<file path="src/als_params.svh">
/*
 * Constants of the locking stop command block: register byte offsets,
 * field positions, reset values, fault codes and bus responses.
 * Assumes inclusion by bare name from the package and the block's modules.
 */
`ifndef ALS_PARAMS_SVH
`define ALS_PARAMS_SVH

// Register byte offsets, one aligned word each
`define ALS_REG_CTRL 8'h00
`define ALS_REG_DECEL 8'h04
`define ALS_REG_JERK 8'h08
`define ALS_REG_STATUS 8'h0c
`define ALS_REG_SPEED 8'h10
`define ALS_REG_IRQ_STAT 8'h14
`define ALS_REG_IRQ_MASK 8'h18

// Field positions
`define ALS_CTRL_EXEC 0
`define ALS_ST_DONE 0
`define ALS_ST_BUSY 1
`define ALS_ST_ACTIVE 2
`define ALS_ST_ABORT 3
`define ALS_ST_ERROR 4
`define ALS_ST_LOCK 5
`define ALS_ST_CODE_LSB 16
`define ALS_IRQ_DONE 0
`define ALS_IRQ_ABORT 1
`define ALS_IRQ_ERROR 2

// Reset values
`define ALS_RST_DECEL 32'h0000_0000
`define ALS_RST_JERK 32'h0000_0000
`define ALS_RST_MASK 3'h0

// Fault codes
`define ALS_FAULT_NONE 16'h0000
`define ALS_FAULT_DECEL 16'h0001
`define ALS_FAULT_JERK 16'h0002

// Bus responses
`define ALS_RESP_OKAY 2'h0
`define ALS_RESP_SLVERR 2'h2

`endif

</file>
<file path="src/als_pkg.sv">
/*
 * Types of the locking stop command block.
 * Assumes nothing beyond the constants header.
 */
`include "als_params.svh"

package als_pkg;

    // Command sequencer states
    typedef enum logic [2:0] {
        st_idle,
        st_stopping,
        st_done,
        st_aborted,
        st_fault
    } als_state_type;

endpackage : als_pkg

</file>
<file path="src/als_stop_top.sv">
/*
 * Locking stop command for one axis: AXI4-Lite register file, start edge
 * sequencer, ramp to zero speed, axis lock and sticky interrupts.
 * Assumes one clock; the trajectory generator and peer requests share it.
 */
// Our own choices: the register addresses and the AXI4-Lite interface to the registers.
`include "als_params.svh"

module als_stop_top
    import als_pkg::*;
#(
    parameter int AW = 8
) (
    // Clock and reset
    input wire logic i_clk,
    input wire logic i_resetn,
    // AXI4-Lite write address
    input wire logic [AW-1:0] i_awaddr,
    input wire logic i_awvalid,
    output logic o_awready,
    // AXI4-Lite write data
    input wire logic [31:0] i_wdata,
    input wire logic [3:0] i_wstrb,
    input wire logic i_wvalid,
    output logic o_wready,
    // AXI4-Lite write response
    output logic [1:0] o_bresp,
    output logic o_bvalid,
    input wire logic i_bready,
    // AXI4-Lite read address
    input wire logic [AW-1:0] i_araddr,
    input wire logic i_arvalid,
    output logic o_arready,
    // AXI4-Lite read data
    output logic [31:0] o_rdata,
    output logic [1:0] o_rresp,
    output logic o_rvalid,
    input wire logic i_rready,
    // Trajectory generator side
    input wire logic [31:0] i_axis_speed,
    input wire logic i_peer_stop_req,
    output logic [31:0] o_speed_cmd,
    output logic o_vel_abort,
    output logic o_at_speed_clr,
    output logic o_axis_lock,
    // Command status
    output logic o_done,
    output logic o_busy,
    output logic o_active,
    output logic o_aborted,
    output logic o_error,
    output logic [15:0] o_fault_code,
    output logic o_irq
);

    // Register file and bus state
    logic exec_q, exec_d;
    logic [31:0] decel_q, decel_d, jerk_q, jerk_d;
    logic [2:0] mask_q, mask_d, stat_q, stat_d;
    logic aw_ok_q, aw_ok_d, w_ok_q, w_ok_d;
    logic [AW-1:0] awaddr_q, awaddr_d;
    logic [31:0] wdata_q, wdata_d;
    logic [3:0] wstrb_q, wstrb_d;
    logic bvalid_q, bvalid_d, rvalid_q, rvalid_d;
    logic [1:0] bresp_q, bresp_d, rresp_q, rresp_d;
    logic [31:0] rdata_q, rdata_d;

    // Sequencer state
    als_state_type state_q, state_d;
    logic exec_prev_q, exec_prev_d;
    logic [31:0] dec_lat_q, dec_lat_d, jerk_lat_q, jerk_lat_d;
    logic [15:0] code_q, code_d;
    logic vabort_q, vabort_d;
    logic start, params_ok, ramp_load, ramp_zero;
    logic [31:0] ramp_init, ramp_speed, status_word;
    logic [2:0] events;

    // Byte-lane merge of a write into a stored word
    function automatic logic [31:0] als_wmerge(input logic [31:0] old_v,
                                               input logic [31:0] new_v,
                                               input logic [3:0] strb);
        logic [31:0] res;
        res = old_v;
        for (int b = 0; b < 4; b++) begin
            if (strb[b]) begin
                res[8*b +: 8] = new_v[8*b +: 8];
            end
        end
        return res;
    endfunction : als_wmerge

    // Edge detection on execute and parameter sanity
    assign start = exec_q && !exec_prev_q;
    assign params_ok = (decel_q != '0) && (jerk_q != '0);

    // Sequencer next state
    always_comb begin
        state_d = state_q;
        exec_prev_d = exec_q;
        dec_lat_d = dec_lat_q;
        jerk_lat_d = jerk_lat_q;
        code_d = code_q;
        vabort_d = 1'b0;
        ramp_load = 1'b0;
        ramp_init = i_axis_speed;
        if (start) begin
            if (!params_ok) begin
                state_d = st_fault;
                code_d = (decel_q == '0) ? `ALS_FAULT_DECEL : `ALS_FAULT_JERK;
            end else begin
                state_d = st_stopping;
                dec_lat_d = decel_q;
                jerk_lat_d = jerk_q;
                code_d = `ALS_FAULT_NONE;
                ramp_load = 1'b1;
                if (state_q == st_stopping) begin
                    ramp_init = ramp_speed;
                end else begin
                    vabort_d = 1'b1;
                end
            end
        end else begin
            unique case (state_q)
                st_idle: begin
                end
                // Execute is not looked at here, so dropping it changes nothing
                st_stopping: begin
                    if (i_peer_stop_req) begin
                        state_d = st_aborted;
                    end else if (ramp_zero) begin
                        state_d = st_done;
                    end
                end
                st_done, st_aborted, st_fault: begin
                    if (!exec_q) begin
                        state_d = st_idle;
                    end
                end
                // Three codes of the state word are unused; fall back to idle
                default: begin
                    state_d = st_idle;
                end
            endcase
        end
        events = '0;
        events[`ALS_IRQ_DONE] = (state_d == st_done) && (state_q != st_done);
        events[`ALS_IRQ_ABORT] = (state_d == st_aborted) && (state_q != st_aborted);
        events[`ALS_IRQ_ERROR] = (state_d == st_fault) && (state_q != st_fault);
    end

    // Sequencer registers
    always_ff @(posedge i_clk or negedge i_resetn) begin
        if (!i_resetn) begin
            state_q <= st_idle;
            exec_prev_q <= 1'b0;
            dec_lat_q <= `ALS_RST_DECEL;
            jerk_lat_q <= `ALS_RST_JERK;
            code_q <= `ALS_FAULT_NONE;
            vabort_q <= 1'b0;
        end else begin
            state_q <= state_d;
            exec_prev_q <= exec_prev_d;
            dec_lat_q <= dec_lat_d;
            jerk_lat_q <= jerk_lat_d;
            code_q <= code_d;
            vabort_q <= vabort_d;
        end
    end

    // Speed profile runs only in the stopping state
    als_ramp #(
        .W(32)
    ) u_ramp (
        .i_clk(i_clk),
        .i_resetn(i_resetn),
        .i_load(ramp_load),
        .i_run(state_q == st_stopping),
        .i_speed(ramp_init),
        .i_decel(dec_lat_q),
        .i_jerk(jerk_lat_q),
        .o_speed(ramp_speed),
        .o_zero(ramp_zero)
    );

    // Command outputs, all decoded from flops
    assign o_busy = (state_q == st_stopping);
    assign o_active = (state_q == st_stopping);
    assign o_done = (state_q == st_done);
    assign o_aborted = (state_q == st_aborted);
    assign o_error = (state_q == st_fault);
    assign o_fault_code = code_q;
    assign o_speed_cmd = ramp_speed;
    assign o_vel_abort = vabort_q;
    assign o_at_speed_clr = vabort_q;
    // Lock covers the stop itself and the stopped axis until execute drops
    assign o_axis_lock = o_busy || (o_done && exec_q);
    assign o_irq = |(stat_q & mask_q);

    // Status word seen by software
    always_comb begin
        status_word = '0;
        status_word[`ALS_ST_DONE] = o_done;
        status_word[`ALS_ST_BUSY] = o_busy;
        status_word[`ALS_ST_ACTIVE] = o_active;
        status_word[`ALS_ST_ABORT] = o_aborted;
        status_word[`ALS_ST_ERROR] = o_error;
        status_word[`ALS_ST_LOCK] = o_axis_lock;
        status_word[`ALS_ST_CODE_LSB +: 16] = code_q;
    end

    // Bus handshakes: one write and one read in flight at a time
    assign o_awready = !aw_ok_q && !bvalid_q;
    assign o_wready = !w_ok_q && !bvalid_q;
    assign o_arready = !rvalid_q;
    assign o_bvalid = bvalid_q;
    assign o_bresp = bresp_q;
    assign o_rvalid = rvalid_q;
    assign o_rresp = rresp_q;
    assign o_rdata = rdata_q;

    // Register file next values
    always_comb begin
        logic rd_clr;
        logic [31:0] tmp;
        rd_clr = 1'b0;
        tmp = '0;
        exec_d = exec_q;
        decel_d = decel_q;
        jerk_d = jerk_q;
        mask_d = mask_q;
        aw_ok_d = aw_ok_q;
        awaddr_d = awaddr_q;
        w_ok_d = w_ok_q;
        wdata_d = wdata_q;
        wstrb_d = wstrb_q;
        bvalid_d = bvalid_q;
        bresp_d = bresp_q;
        rvalid_d = rvalid_q;
        rresp_d = rresp_q;
        rdata_d = rdata_q;
        if (i_awvalid && o_awready) begin
            aw_ok_d = 1'b1;
            awaddr_d = i_awaddr;
        end
        if (i_wvalid && o_wready) begin
            w_ok_d = 1'b1;
            wdata_d = i_wdata;
            wstrb_d = i_wstrb;
        end
        // Address and data may arrive in either order; commit once both held
        if (aw_ok_q && w_ok_q) begin
            aw_ok_d = 1'b0;
            w_ok_d = 1'b0;
            bvalid_d = 1'b1;
            bresp_d = `ALS_RESP_OKAY;
            case (awaddr_q)
                `ALS_REG_CTRL: begin
                    tmp = als_wmerge({31'h0, exec_q}, wdata_q, wstrb_q);
                    exec_d = tmp[`ALS_CTRL_EXEC];
                end
                `ALS_REG_DECEL: decel_d = als_wmerge(decel_q, wdata_q, wstrb_q);
                `ALS_REG_JERK: jerk_d = als_wmerge(jerk_q, wdata_q, wstrb_q);
                `ALS_REG_IRQ_MASK: begin
                    tmp = als_wmerge({29'h0, mask_q}, wdata_q, wstrb_q);
                    mask_d = tmp[2:0];
                end
                `ALS_REG_STATUS, `ALS_REG_SPEED, `ALS_REG_IRQ_STAT: begin
                end
                default: bresp_d = `ALS_RESP_SLVERR;
            endcase
        end
        if (bvalid_q && i_bready) begin
            bvalid_d = 1'b0;
        end
        if (i_arvalid && o_arready) begin
            rvalid_d = 1'b1;
            rresp_d = `ALS_RESP_OKAY;
            case (i_araddr)
                `ALS_REG_CTRL: rdata_d = {31'h0, exec_q};
                `ALS_REG_DECEL: rdata_d = decel_q;
                `ALS_REG_JERK: rdata_d = jerk_q;
                `ALS_REG_STATUS: rdata_d = status_word;
                `ALS_REG_SPEED: rdata_d = ramp_speed;
                `ALS_REG_IRQ_STAT: begin
                    rdata_d = {29'h0, stat_q};
                    rd_clr = 1'b1;
                end
                `ALS_REG_IRQ_MASK: rdata_d = {29'h0, mask_q};
                default: begin
                    rdata_d = '0;
                    rresp_d = `ALS_RESP_SLVERR;
                end
            endcase
        end
        if (rvalid_q && i_rready) begin
            rvalid_d = 1'b0;
        end
        // Read clears, but an event in the same cycle survives it
        stat_d = (rd_clr ? 3'h0 : stat_q) | events;
    end

    // Register file registers
    always_ff @(posedge i_clk or negedge i_resetn) begin
        if (!i_resetn) begin
            exec_q <= 1'b0;
            decel_q <= `ALS_RST_DECEL;
            jerk_q <= `ALS_RST_JERK;
            mask_q <= `ALS_RST_MASK;
            stat_q <= 3'h0;
            aw_ok_q <= 1'b0;
            awaddr_q <= '0;
            w_ok_q <= 1'b0;
            wdata_q <= '0;
            wstrb_q <= '0;
            bvalid_q <= 1'b0;
            bresp_q <= `ALS_RESP_OKAY;
            rvalid_q <= 1'b0;
            rresp_q <= `ALS_RESP_OKAY;
            rdata_q <= '0;
        end else begin
            exec_q <= exec_d;
            decel_q <= decel_d;
            jerk_q <= jerk_d;
            mask_q <= mask_d;
            stat_q <= stat_d;
            aw_ok_q <= aw_ok_d;
            awaddr_q <= awaddr_d;
            w_ok_q <= w_ok_d;
            wdata_q <= wdata_d;
            wstrb_q <= wstrb_d;
            bvalid_q <= bvalid_d;
            bresp_q <= bresp_d;
            rvalid_q <= rvalid_d;
            rresp_q <= rresp_d;
            rdata_q <= rdata_d;
        end
    end
endmodule : als_stop_top

</file>
<file path="src/als_ramp.sv">
/*
 * Jerk limited speed ramp down to zero.
 * Assumes the caller holds i_decel and i_jerk steady while i_run is high
 * and never runs it with a zero jerk.
 */
`include "als_params.svh"

module als_ramp
    import als_pkg::*;
#(
    parameter int W = 32
) (
    // Clock and reset
    input wire logic i_clk,
    input wire logic i_resetn,
    // Control
    input wire logic i_load,
    input wire logic i_run,
    // Profile inputs
    input wire logic [W-1:0] i_speed,
    input wire logic [W-1:0] i_decel,
    input wire logic [W-1:0] i_jerk,
    // Profile outputs
    output logic [W-1:0] o_speed,
    output logic o_zero
);

    logic [W-1:0] speed_q, speed_d, rate_q, rate_d;

    // Rate grows by jerk per cycle up to decel, so the braking starts soft
    always_comb begin
        speed_d = speed_q;
        rate_d = rate_q;
        if (i_load) begin
            speed_d = i_speed;
            rate_d = '0;
        end else if (i_run) begin
            if (i_decel - rate_q > i_jerk) begin
                rate_d = rate_q + i_jerk;
            end else begin
                rate_d = i_decel;
            end
            speed_d = (speed_q > rate_d) ? speed_q - rate_d : '0;
        end
    end

    // Profile registers
    always_ff @(posedge i_clk or negedge i_resetn) begin
        if (!i_resetn) begin
            speed_q <= '0;
            rate_q <= '0;
        end else begin
            speed_q <= speed_d;
            rate_q <= rate_d;
        end
    end

    assign o_speed = speed_q;
    assign o_zero = (speed_q == '0);
endmodule : als_ramp

</file>
<file path="config.mk">
export PLATFORM = sky130hd
export DESIGN_NAME = als_stop_top
export DESIGN_NICKNAME = d
export VERILOG_FILES = /design/src/als_pkg.sv /design/src/als_stop_top.sv /design/src/als_ramp.sv
export VERILOG_INCLUDE_DIRS = /design/src /design/src/src
export SDC_FILE = /design/constraint.sdc
export NUM_CORES = 1
export LEC_CHECK = 0
export BUFFER_PORTS_ARGS = -buffer_cell sky130_fd_sc_hd__buf_2
export CAP_MARGIN = 5
export CORE_UTILIZATION = 45
export CTS_BUF_LIST = sky130_fd_sc_hd__clkbuf_2
export DETAILED_ROUTE_END_ITERATION = 7
export HOLD_SLACK_MARGIN = 0.08
export PLACE_DENSITY = 0.67
export SLEW_MARGIN = 20
export SYNTH_ARGS = -nofsm -noshare
export SYNTH_HDL_FRONTEND = slang
export SYNTH_SLANG_ARGS = --single-unit
</file>
<file path="constraint.sdc">
create_clock -name i_clk -period 13.9 [get_ports i_clk]
set_clock_uncertainty 0.2 [all_clocks]
set_input_delay 0.695 -clock i_clk [delete_from_list [all_inputs] [get_ports i_clk]]
set_output_delay 0.695 -clock i_clk [all_outputs]
set_load 0.05 [all_outputs]
</file>
==> impl_metrics.yaml, run 1 <==
clock_tree:
  postCtsSetupBuffers: 0
  numCtsBuffers: 78
  holdBufCountCts: 90
  cts.reportedPaths.clkPinSlew_ns: 0.11
  cts_tree: "yes"
  clockBufferDepth: 3
  cts-root-buf: "clkbuf_2"
  cts.sinks: 288
  htree_levels: 3
  cts_resized: 0
  clkLatencyLatePin_ns: 1.00
die:
  die_area_um2: 40800
  die_w_um: 202
  core_um2: 39100
  io_pins: 190
  num_rows: 72
  initial_utilization_pct: 46.1
  die_h_um: 202
power:
  clkPwrFrac_pct: 16.4
  power_mw: 3.73
  power.share.sequential_pct: 34.7
  power_frac_comb_pct: 48.9
  peakVddDrop_v: 0.000210
  p_sw_mw: 1.82
  netSwitchingFraction_pct: 48.8
  power.leakage_nw: 10.5
  powerDensity_nw_per_um2: 178
  p_int_mw: 1.91
global_routing:
  grtUsageMet3_pct: 6.80
  grt_first_pass_wirelength_um: 94100
  use_met2_pct: 46.4
  busiest_layer: "met2"
  antenna_found_initial: 7
  grt_max_degree: 75
  grt_overflow: 0
  gr-usage-met1_pct: 42.3
  grt_usage_pct: 30.3
  first_global_vias: 15900
yosys:
  syn_inst: 1895
  avgSynthCellArea_um2: 9.50
  yosysWarnings: 0
  seq_area_frac_synth_pct: 40.0
  yosysTopAreaCell: "dfrtp_1"
  synth-edff-count: 0
  yosys-top-cells-area: "dfrtp_1 (40%), mux2_2 (9.1%), ha_1 (8.8%)"
  postSynth.asyncResetShare_pct: 100
  synth_top_area_share_pct: 40.0
  yosys_register_bits: 288
  ys_types: 76
  syn_area_um2: 18000
  ys.flop_type: "dfrtp_1"
timing:
  fmax_mhz: 118
  rsz0062_at_grt: "no"
  finalCritPeriodShare_pct: 61.2
  finalSetupTns_ns: 0
  timing.slew.headroom_pct: 32.7
  hold_violations: 0
  fin_crit_ns: 8.50
  worst_pin_slew_ns: 1.01
  drv_slew: 0
  setup_viol: 0
layout:
  nNetsFinal: 2398
  stdcell_count: 2750
  nFillCells: 3592
  postLayoutCoreUtil_pct: 53.6
  drive_gt1_share_pct: 21.4
  area_delta_synth_final_pct: 16.3
critical_path:
  crit_path_end_kind: "flip-flop"
  worstSetupStartpointType: "flip-flop"
  cp.arrival_ns: 9.15
  r2r_cells: 31
  critPathCapture: "u_ramp.o_speed[30]"
  crit_start: "dec_lat_q[0]"
  slowest_delay_ns: 0.58
  cp_slowest_cell: "a41oi_1"
  critPathKind: "reg -> reg"
  r2r-end: "u_ramp.o_speed[30]"
  r2r-start: "dec_lat_q[0]"
  path_max_fanout: 37
  rrSetupSlack_ns: 5.40
  required_ns: 14.54
outcome:
  outcome: "completed"
detailed_routing:
  vias: 16300
  drtAntennaViolNets: 0
  drt_iter0_drc: 1770
  drc_errors: 0
  wirelength_um: 61700
  dr.pass1.iters: 5
  routed_via_density: 5.92
  post_drt_wl_per_cell_um: 22.4
placement:
  port_buffers: 173
  hpwl_um: 45500
  gp_congestion: 0.958
  dp_cells: 2525
worst_hold_path:
  hp-class: "in -> reg"
job:
  maxCapViolations: 0
-- cell families (layout without fill, tap and decap cells) --
group,Yosys count,after routing,share of synthesized area (%)
AOI/OAI and AO/OA,532,532,18.8
and+or+nand+nor,497,497,12.8
DFF,288,288,40.0
buffers and inverters,187,506,4.29
muxes,182,182,11.1
adders and majority gates,129,129,9.09
xor gates and xnor gates,79,79,3.84
other,1,19,0.0208
-- worst min path at each step --
stage	slack, ns	from	endpoint	cells past startpoint
global route	0.19	i_axis_speed[31]	u_ramp.o_speed[31]	3
floorplan	0.20	i_resetn	aw_ok_q	0
finish	0.18	i_axis_speed[31]	u_ramp.o_speed[31]	3
detailed placement	0.27	o_rdata[30]	o_rdata[30]	2
global placement	0.26	o_rdata[8]	o_rdata[8]	2
CTS	0.14	i_araddr[3]	o_rdata[5]	4
-- routing by layer --
layer / wire (um) / vias to the layer above
met5: 45 / -
met4: 1730 / 2
met3: 5590 / 111
met2: 27300 / 752
met1: 27100 / 7951
li1: - / 7462
-- Yosys cell counts, drive strengths merged, types with 7 or more instances --
cell type  count
a211oi        34
a21boi         8
a21o          45
a21oi        148
a221oi        14
a22o          24
a31oi         12
and3          18
buf           28
clkbuf        67
dfrtp        288
ha           126
inv           92
mux2         145
mux2i         37
nand2        170
nand2b        13
nand3         34
nand4         22
nor2         147
nor2b         15
nor3          17
nor4          26
nor4b          7
o21a          18
o21ai        155
o21bai        11
xnor2         44
xor2          35
-- state kept, by name (all words and copies together) (netlist names), 32 cells and up --
| register | cells |
|---|---|
| u_ramp.rate_q | 32 |
| u_ramp.o_speed | 32 |
| decel_q | 32 |
| jerk_lat_q | 32 |
| dec_lat_q | 32 |
| wdata_q | 32 |
| jerk_q | 32 |
| o_rdata | 32 |
-- critical path: cells and delay by family, from the launching register on --
| kind | cells | cell delay [ns] |
|---|---|---|
| AOI/OAI and AO/OA | 19 | 5.45 |
| adders and majority gates | 5 | 1.43 |
| buffers and inverters | 4 | 0.55 |
| DFF | 1 | 0.36 |
| xor gates and xnor gates | 2 | 0.29 |
| and+or+nand+nor | 1 | 0.11 |
-- cell usage in the layout, fill, tap and decap left out, types with 22 or more instances in the layout --
cell type      count
dfrtp_1          288
buf_2            172
nand2_1          170
o21ai_0          153
a21oi_1          147
nor2_1           146
mux2_2           145
ha_1             126
clkbuf_2         109
inv_1             91
dlygate4sd3_1     90
a21o_1            45
xnor2_1           44
mux2i_1           37
xor2_1            35
nand3_1           34
a211oi_1          33
nor4_1            26
a22o_1            24
nand4_1           22
-- stage by stage --
stage               setup slack (ns)  hold WS [ns]  area, um^2
floorplan                       6.64         0.199       18100
global placement                5.56         0.260       19400
detailed placement              5.49         0.270       19400
CTS                             5.46         0.136       20900
global route                    4.75         0.187       20900
finish                          5.40         0.179       20900
-- power groups by stage --
stage	Sequential (mW)	Combinational [mW]	Clock, mW
floorplan	1.32	1.15	0
global placement	1.29	1.77	0
detailed placement	1.30	1.78	0
CTS	1.28	1.81	0.625
global route	1.31	2.00	0.668
finish	1.30	1.83	0.610
-- final cells by class --
type | count | area [um^2] | share of cell area, %
timing repair buffer | 282 | 1920 | 9.16
tap | 518 | 648 | 3.09
multi-input combinational | 1435 | 10100 | 48.4
clock inverter | 23 | 133 | 0.633
sequential | 288 | 7210 | 34.4
antenna | 3 | 7.51 | 0.0358
inverter | 92 | 345 | 1.65
clock buffer | 109 | 546 | 2.60
(Power assumes the default switching activity.)
==> run 2, diff against run 1 <==
--- a/config.mk
+++ b/config.mk
@@ -6,13 +6,14 @@
 export SDC_FILE = /design/constraint.sdc
 export NUM_CORES = 1
 export LEC_CHECK = 0
+export ABC_AREA = 1
 export BUFFER_PORTS_ARGS = -buffer_cell sky130_fd_sc_hd__buf_2
 export CAP_MARGIN = 5
 export CORE_UTILIZATION = 45
 export CTS_BUF_LIST = sky130_fd_sc_hd__clkbuf_2
 export DETAILED_ROUTE_END_ITERATION = 7
 export HOLD_SLACK_MARGIN = 0.08
-export PLACE_DENSITY = 0.67
+export PLACE_DENSITY = 0.66
 export SLEW_MARGIN = 20
 export SYNTH_ARGS = -nofsm -noshare
 export SYNTH_HDL_FRONTEND = slang
==> constraint.sdc (replaced) <==
create_clock -name i_clk -period 8.6 [get_ports i_clk]
set_clock_uncertainty 0.2 [all_clocks]
set_input_delay 0.43 -clock i_clk [delete_from_list [all_inputs] [get_ports i_clk]]
set_output_delay 0.43 -clock i_clk [all_outputs]
set_load 0.05 [all_outputs]
==> impl_metrics.yaml, run 2 <==
die:
  die_h_um: 217
  die_area_um2: 47100
  initial_utilization_pct: 45.7
  die_w_um: 217
  io_pins: 190
  core_um2: 45500
  num_rows: 78
clock_tree:
  cts_tree: "yes"
  numCtsBuffers: 79
  htree_levels: 3
  cts.reportedPaths.clkPinSlew_ns: 0.10
  cts_resized: 0
  clkLatencyLatePin_ns: 1.11
  clockBufferDepth: 3
  cts-root-buf: "clkbuf_2"
  cts.sinks: 288
yosys:
  syn_area_um2: 20800
  seq_area_frac_synth_pct: 34.7
  synth-edff-count: 0
  avgSynthCellArea_um2: 6.70
  synth_commonest_cells: "nand2_1 (983), inv_1 (522), dfrtp_1 (288), nor2_1 (288), a21oi_1 (184)"
  ys.flop_type: "dfrtp_1"
  yosysWarnings: 0
  syn_inst: 3104
  synth_most_common_cell: "nand2_1"
  yosys_register_bits: 288
  yosysTopAreaCell: "dfrtp_1"
  ys_types: 53
  yosys-top-cells-area: "dfrtp_1 (35%), nand2_1 (18%), inv_1 (9.4%)"
  postSynth.asyncResetShare_pct: 100
  synth_top_area_share_pct: 34.7
layout:
  mostFrequentLayoutCell: "nand2_1"
  layout_common_cells: "nand2_1 (980), inv_1 (522), nor2_1 (288), dfrtp_1 (288), dlygate4sd3_1 (263)"
  postLayoutCoreUtil_pct: 55.9
  nNetsFinal: 3783
  drive_gt1_share_pct: 10.6
  nFillCells: 4353
  area_delta_synth_final_pct: 22.4
detailed_routing:
  post_drt_wl_per_cell_um: 20.1
  wirelength_um: 84600
  drtAntennaViolNets: 0
  drt_iter0_drc: 2235
  dr.pass1.iters: 6
  routed_via_density: 5.38
  drc_errors: 0
  vias: 22600
placement:
  port_buffers: 173
  hpwl_um: 62800
  gp_congestion: 1.03
timing:
  fin_crit_ns: 6.78
  fmax_mhz: 148
  finalSetupTns_ns: 0
  drv_slew: 0
  timing.slew.headroom_pct: 30.5
  setup_viol: 0
  finalCritPeriodShare_pct: 78.8
  hold_violations: 0
  rsz0062_at_grt: "no"
  worst_pin_slew_ns: 1.04
critical_path:
  slowest_delay_ns: 0.55
  required_ns: 9.39
  critPathKind: "reg -> reg"
  worst-path-buf-inv: 2
  cp_slowest_cell: "nand2_2"
  path_max_fanout: 32
  critical_path.top_delay_family: "simple AND/OR/NAND/NOR gates"
  worstSetupStartpointType: "flip-flop"
  cp.arrival_ns: 7.57
  crit_path_end_kind: "flip-flop"
  cp_common_cell: "nand2_1"
global_routing:
  antenna_found_initial: 2
  grt_usage_pct: 36.1
  grt_max_degree: 93
  grt_first_pass_wirelength_um: 128000
  first_global_vias: 21800
  grt_overflow: 0
worst_hold_path:
  hp-class: "in -> reg"
outcome:
  outcome: "completed"
job:
  maxCapViolations: 0
-- run 2: cell count changes in the layout (fill, tap and decap cells not counted), sizes merged, moves of 26 or more --
cell         before  now
o22ai             1   27
nand3            34  143
nor2            147  295
inv              95  548
a21o             45    8
a21oi           148  198
a211oi           34    2
mux2            145    6
nand2           170  996
mux2i            37    0
dlygate4sd3      90  263
-- run 2: tightest hold or removal path: cells and delay by family --
family                 cells  cell delay (ns)
and+or+nand+nor            1             0.08
AOI/OAI and AO/OA          2             0.16
buffers and inverters      3             0.77
-- run 2: worst paths after layout --
path / from / endpoint / slack (ns) / cells after the start
setup / recovery: dec_lat_q[6] / u_ramp.o_speed[30] / 1.82 / 34
setup reg to reg: dec_lat_q[6] / u_ramp.o_speed[30] / 1.82 / 34
hold / removal: i_peer_stop_req / state_q[1] / 0.25 / 6
min in group asynchronous: i_resetn / decel_q[21] / 0.35 / 4
max in group asynchronous: i_resetn / u_ramp.rate_q[6] / 6.28 / 5
hold reg to reg: decel_q[27] / decel_q[27] / 0.29 / 2
-- run 2: through the flow --
stage,instances,cell area (um^2),hold slack (ns),worst slack [ns]
final,4211,25400,0.245,1.82
after global routing,4211,25400,0.223,1.06
after CTS,4209,25400,0.0898,1.57
after detailed placement,3817,22100,0.261,1.65
after global placement,3817,22100,0.263,1.71
after floorplan,3119,20800,-0.0656,3.78
-- run 2: layout make-up --
type / count / area [um^2] / area share (%)
Antenna cell: 2 / 5.00 / 0.0197
Sequential cell: 288 / 7210 / 28.3
Timing Repair Buffer: 445 / 3600 / 14.1
Inverter: 546 / 2050 / 8.05
Tap cell: 600 / 751 / 2.95
Clock inverter: 20 / 126 / 0.497
Multi-Input combinational cell: 2202 / 11200 / 43.9
Clock buffer: 108 / 541 / 2.12
-- run 2: logic make-up (layout without fill, tap and decap cells) --
group / after synthesis / after routing / share of synthesized area (%)
AND/OR/NAND/NOR: 1538 / 1538 / 30.6
buffers and inverters: 629 / 1119 / 12.0
AO/OA/AOI/OAI: 457 / 457 / 12.2
flip-flops: 288 / 288 / 34.7
adder cells (fa/ha/maj): 129 / 129 / 7.87
XOR/XNOR: 56 / 56 / 2.36
multiplexers: 6 / 6 / 0.325
other: 1 / 18 / 0.0180
-- run 2: layer usage --
metal / global-route usage [%] / wire length, um / vias up
met5: 0 / 0 / -
met4: 15.0 / 3400 / 0
met3: 7.16 / 7520 / 182
met2: 55.2 / 36600 / 1150
met1: 49.6 / 37000 / 10600
li1: - / - / 10700
-- run 2: what timing repair did --
item / in CTS / in global routing
hold endpoints to repair: 330 / 0
setup buffers: 0 / 0
hold buffers: 264 / 0
Power of run 2 is not shown: default switching activity piles up to over one toggle a cycle in this logic, so the estimate is an artifact.
==> run 3, diff against run 2 <==
--- a/config.mk
+++ b/config.mk
@@ -6,14 +6,14 @@
 export SDC_FILE = /design/constraint.sdc
 export NUM_CORES = 1
 export LEC_CHECK = 0
-export ABC_AREA = 1
+export ABC_AREA = 0
 export BUFFER_PORTS_ARGS = -buffer_cell sky130_fd_sc_hd__buf_2
 export CAP_MARGIN = 5
 export CORE_UTILIZATION = 45
 export CTS_BUF_LIST = sky130_fd_sc_hd__clkbuf_2
 export DETAILED_ROUTE_END_ITERATION = 7
 export HOLD_SLACK_MARGIN = 0.08
-export PLACE_DENSITY = 0.66
+export PLACE_DENSITY = 0.67
 export SLEW_MARGIN = 20
 export SYNTH_ARGS = -nofsm -noshare
 export SYNTH_HDL_FRONTEND = slang
==> constraint.sdc (replaced) <==
create_clock -name i_clk -period 6.35 [get_ports i_clk]
set_clock_uncertainty 0.2 [all_clocks]
set_input_delay 0.3175 -clock i_clk [delete_from_list [all_inputs] [get_ports i_clk]]
set_output_delay 0.3175 -clock i_clk [all_outputs]
set_load 0.05 [all_outputs]
==> impl_metrics.yaml, run 3 (synthesis results as in run 1) <==
timing:
  setup_viol: 32
  drv_slew: 0
  hold_violations: 0
  whs_ns: 0.154
  fin_crit_ns: 6.80
  worst_pin_slew_ns: 0.959
  finalCritPeriodShare_pct: 107
  timing.slew.headroom_pct: 36.1
  fmax_mhz: 147
  setup_slack_ns: -0.446
  rsz0062_at_grt: "yes"
die:
  core_um2: 39100
  initial_utilization_pct: 46.1
  die_h_um: 202
  die_area_um2: 40800
  num_rows: 72
  io_pins: 190
  die_w_um: 202
outcome:
  outcome: "finished, violations left"
  violations: "negative setup slack"
global_routing:
  grt_max_degree: 134
  grt_first_pass_wirelength_um: 110000
  grt_usage_pct: 35.1
  first_global_vias: 19000
  grt_overflow: 0
  antenna_found_initial: 2
critical_path:
  r2r_cells: 30
  worstSetupStartpointType: "flip-flop"
  cp_slowest_cell: "dfrtp_1"
  crit_path_end_kind: "flip-flop"
  path_depth: 30
  slowest_delay_ns: 0.41
  required_ns: 7.04
  critPathKind: "reg -> reg"
  path_max_fanout: 5
  cp.arrival_ns: 7.49
  worst-path-buf-inv: 4
  critical_path.top_delay_family: "compound AO/OA/AOI/OAI gates"
layout:
  layout_common_cells: "buf_4 (300), dfrtp_1 (288), dlygate4sd3_1 (186)"
  area_delta_synth_final_pct: 41.9
  mostFrequentLayoutCell: "buf_4"
  nNetsFinal: 2804
  drive_gt1_share_pct: 36.2
  postLayoutCoreUtil_pct: 65.4
clock_tree:
  clkLatencyLatePin_ns: 0.97
  clockBufferDepth: 3
  cts.reportedPaths.clkPinSlew_ns: 0.12
  cts_tree: "yes"
  cts-root-buf: "clkbuf_2"
  numCtsBuffers: 79
  cts.sinks: 288
  htree_levels: 3
job:
  maxCapViolations: 0
placement:
  gp_congestion: 1.01
  hpwl_um: 48800
  port_buffers: 173
power:
  powerDensity_nw_per_um2: 411
  peakVddDrop_v: 0.000307
  power.leakage_nw: 12.5
worst_hold_path:
  whs_path_depth: 4
  hp-class: "in -> reg"
detailed_routing:
  dr.pass1.iters: 7
  wl_met3_um: 6720
  drc_errors: 0
  drtAntennaViolNets: 0
  wl_met2_um: 33300
  drt_iter0_drc: 1918
  wl_met1_um: 29800
  routed_via_density: 5.85
  highest_layer: "met4"
  wirelength_um: 72400
  vias: 18500
  post_drt_wl_per_cell_um: 22.9
run 3: changes by cell type in the layout (fill, tap and decap cells not counted), moves of 37 or more:
| cell | delta |
|---|---|
| a21o_1 | +37 |
| a21oi_1 | -73 |
| buf_4 | +292 |
| dlygate4sd3_1 | -77 |
| inv_1 | -435 |
| mux2_2 | +138 |
| nand2_1 | -827 |
| nand3_1 | -102 |
| nor2_1 | -153 |
run 3: per-stage QoR:
step,cells,power [mW],cell area [um^2],TNS (ns),setup WS (ns)
after CTS,3139,9.73,24900,-9.90,-0.441
after floorplan,1910,5.47,18200,0,0.0144
after global placement,2778,7.55,21300,-30.74,-1.07
final,3158,10.5,25600,-8.16,-0.446
after global routing,3158,11.0,25600,-14.22,-0.626
after detailed placement,2778,7.61,21300,-32.06,-1.12
run 3: worst paths after layout:
path	slack, ns	to	startpoint
min in group asynchronous	0.45	dec_lat_q[24]	i_resetn
max in group asynchronous	4.55	u_ramp.rate_q[9]	i_resetn
worst max-delay path	-0.45	u_ramp.o_speed[31]	dec_lat_q[1]
worst max register to register	-0.45	u_ramp.o_speed[31]	dec_lat_q[1]
worst min register to register	0.29	jerk_lat_q[31]	jerk_q[31]
worst min-delay path	0.15	u_ramp.o_speed[26]	i_axis_speed[26]
run 3: layer usage:
metal,GRT usage (%),up-vias
met5,0,-
met4,13.3,0
met3,7.06,174
met2,56.0,989
met1,46.9,9061
li1,-,8259
run 3: tightest hold or removal path: stages:
cell	delay (ns)
dlygate4sd3_1	0.52
buf_2	0.10
o21ai_0	0.18
a21oi_2	0.17
run 3: cell type report:
class,count,area [um^2]
Inverter,92,349
Timing Repair Buffer,687,5430
Clock buffer,111,556
Sequential cell,288,7210
Antenna cell,2,5.00
Clock inverter,25,143
Tap cell,518,648
Multi-Input combinational cell,1435,11200
Fill cell,3052,13500
run 3: what timing repair did:
item / in CTS / in global routing
endpoints found under the setup margin: 32 / 32
cloned: 3 / 1
endpoints found under the hold margin: 251 / 0
setup buffers: 36 / 24
hold buffers: 187 / 0
gates resized for setup: 131 / 127
pin swaps: 67 / 78
run 3: power breakdown:
part,internal [mW],switching [mW]
Clock,0.517,0.891
Combinational,2.87,3.34
Sequential,2.20,0.682
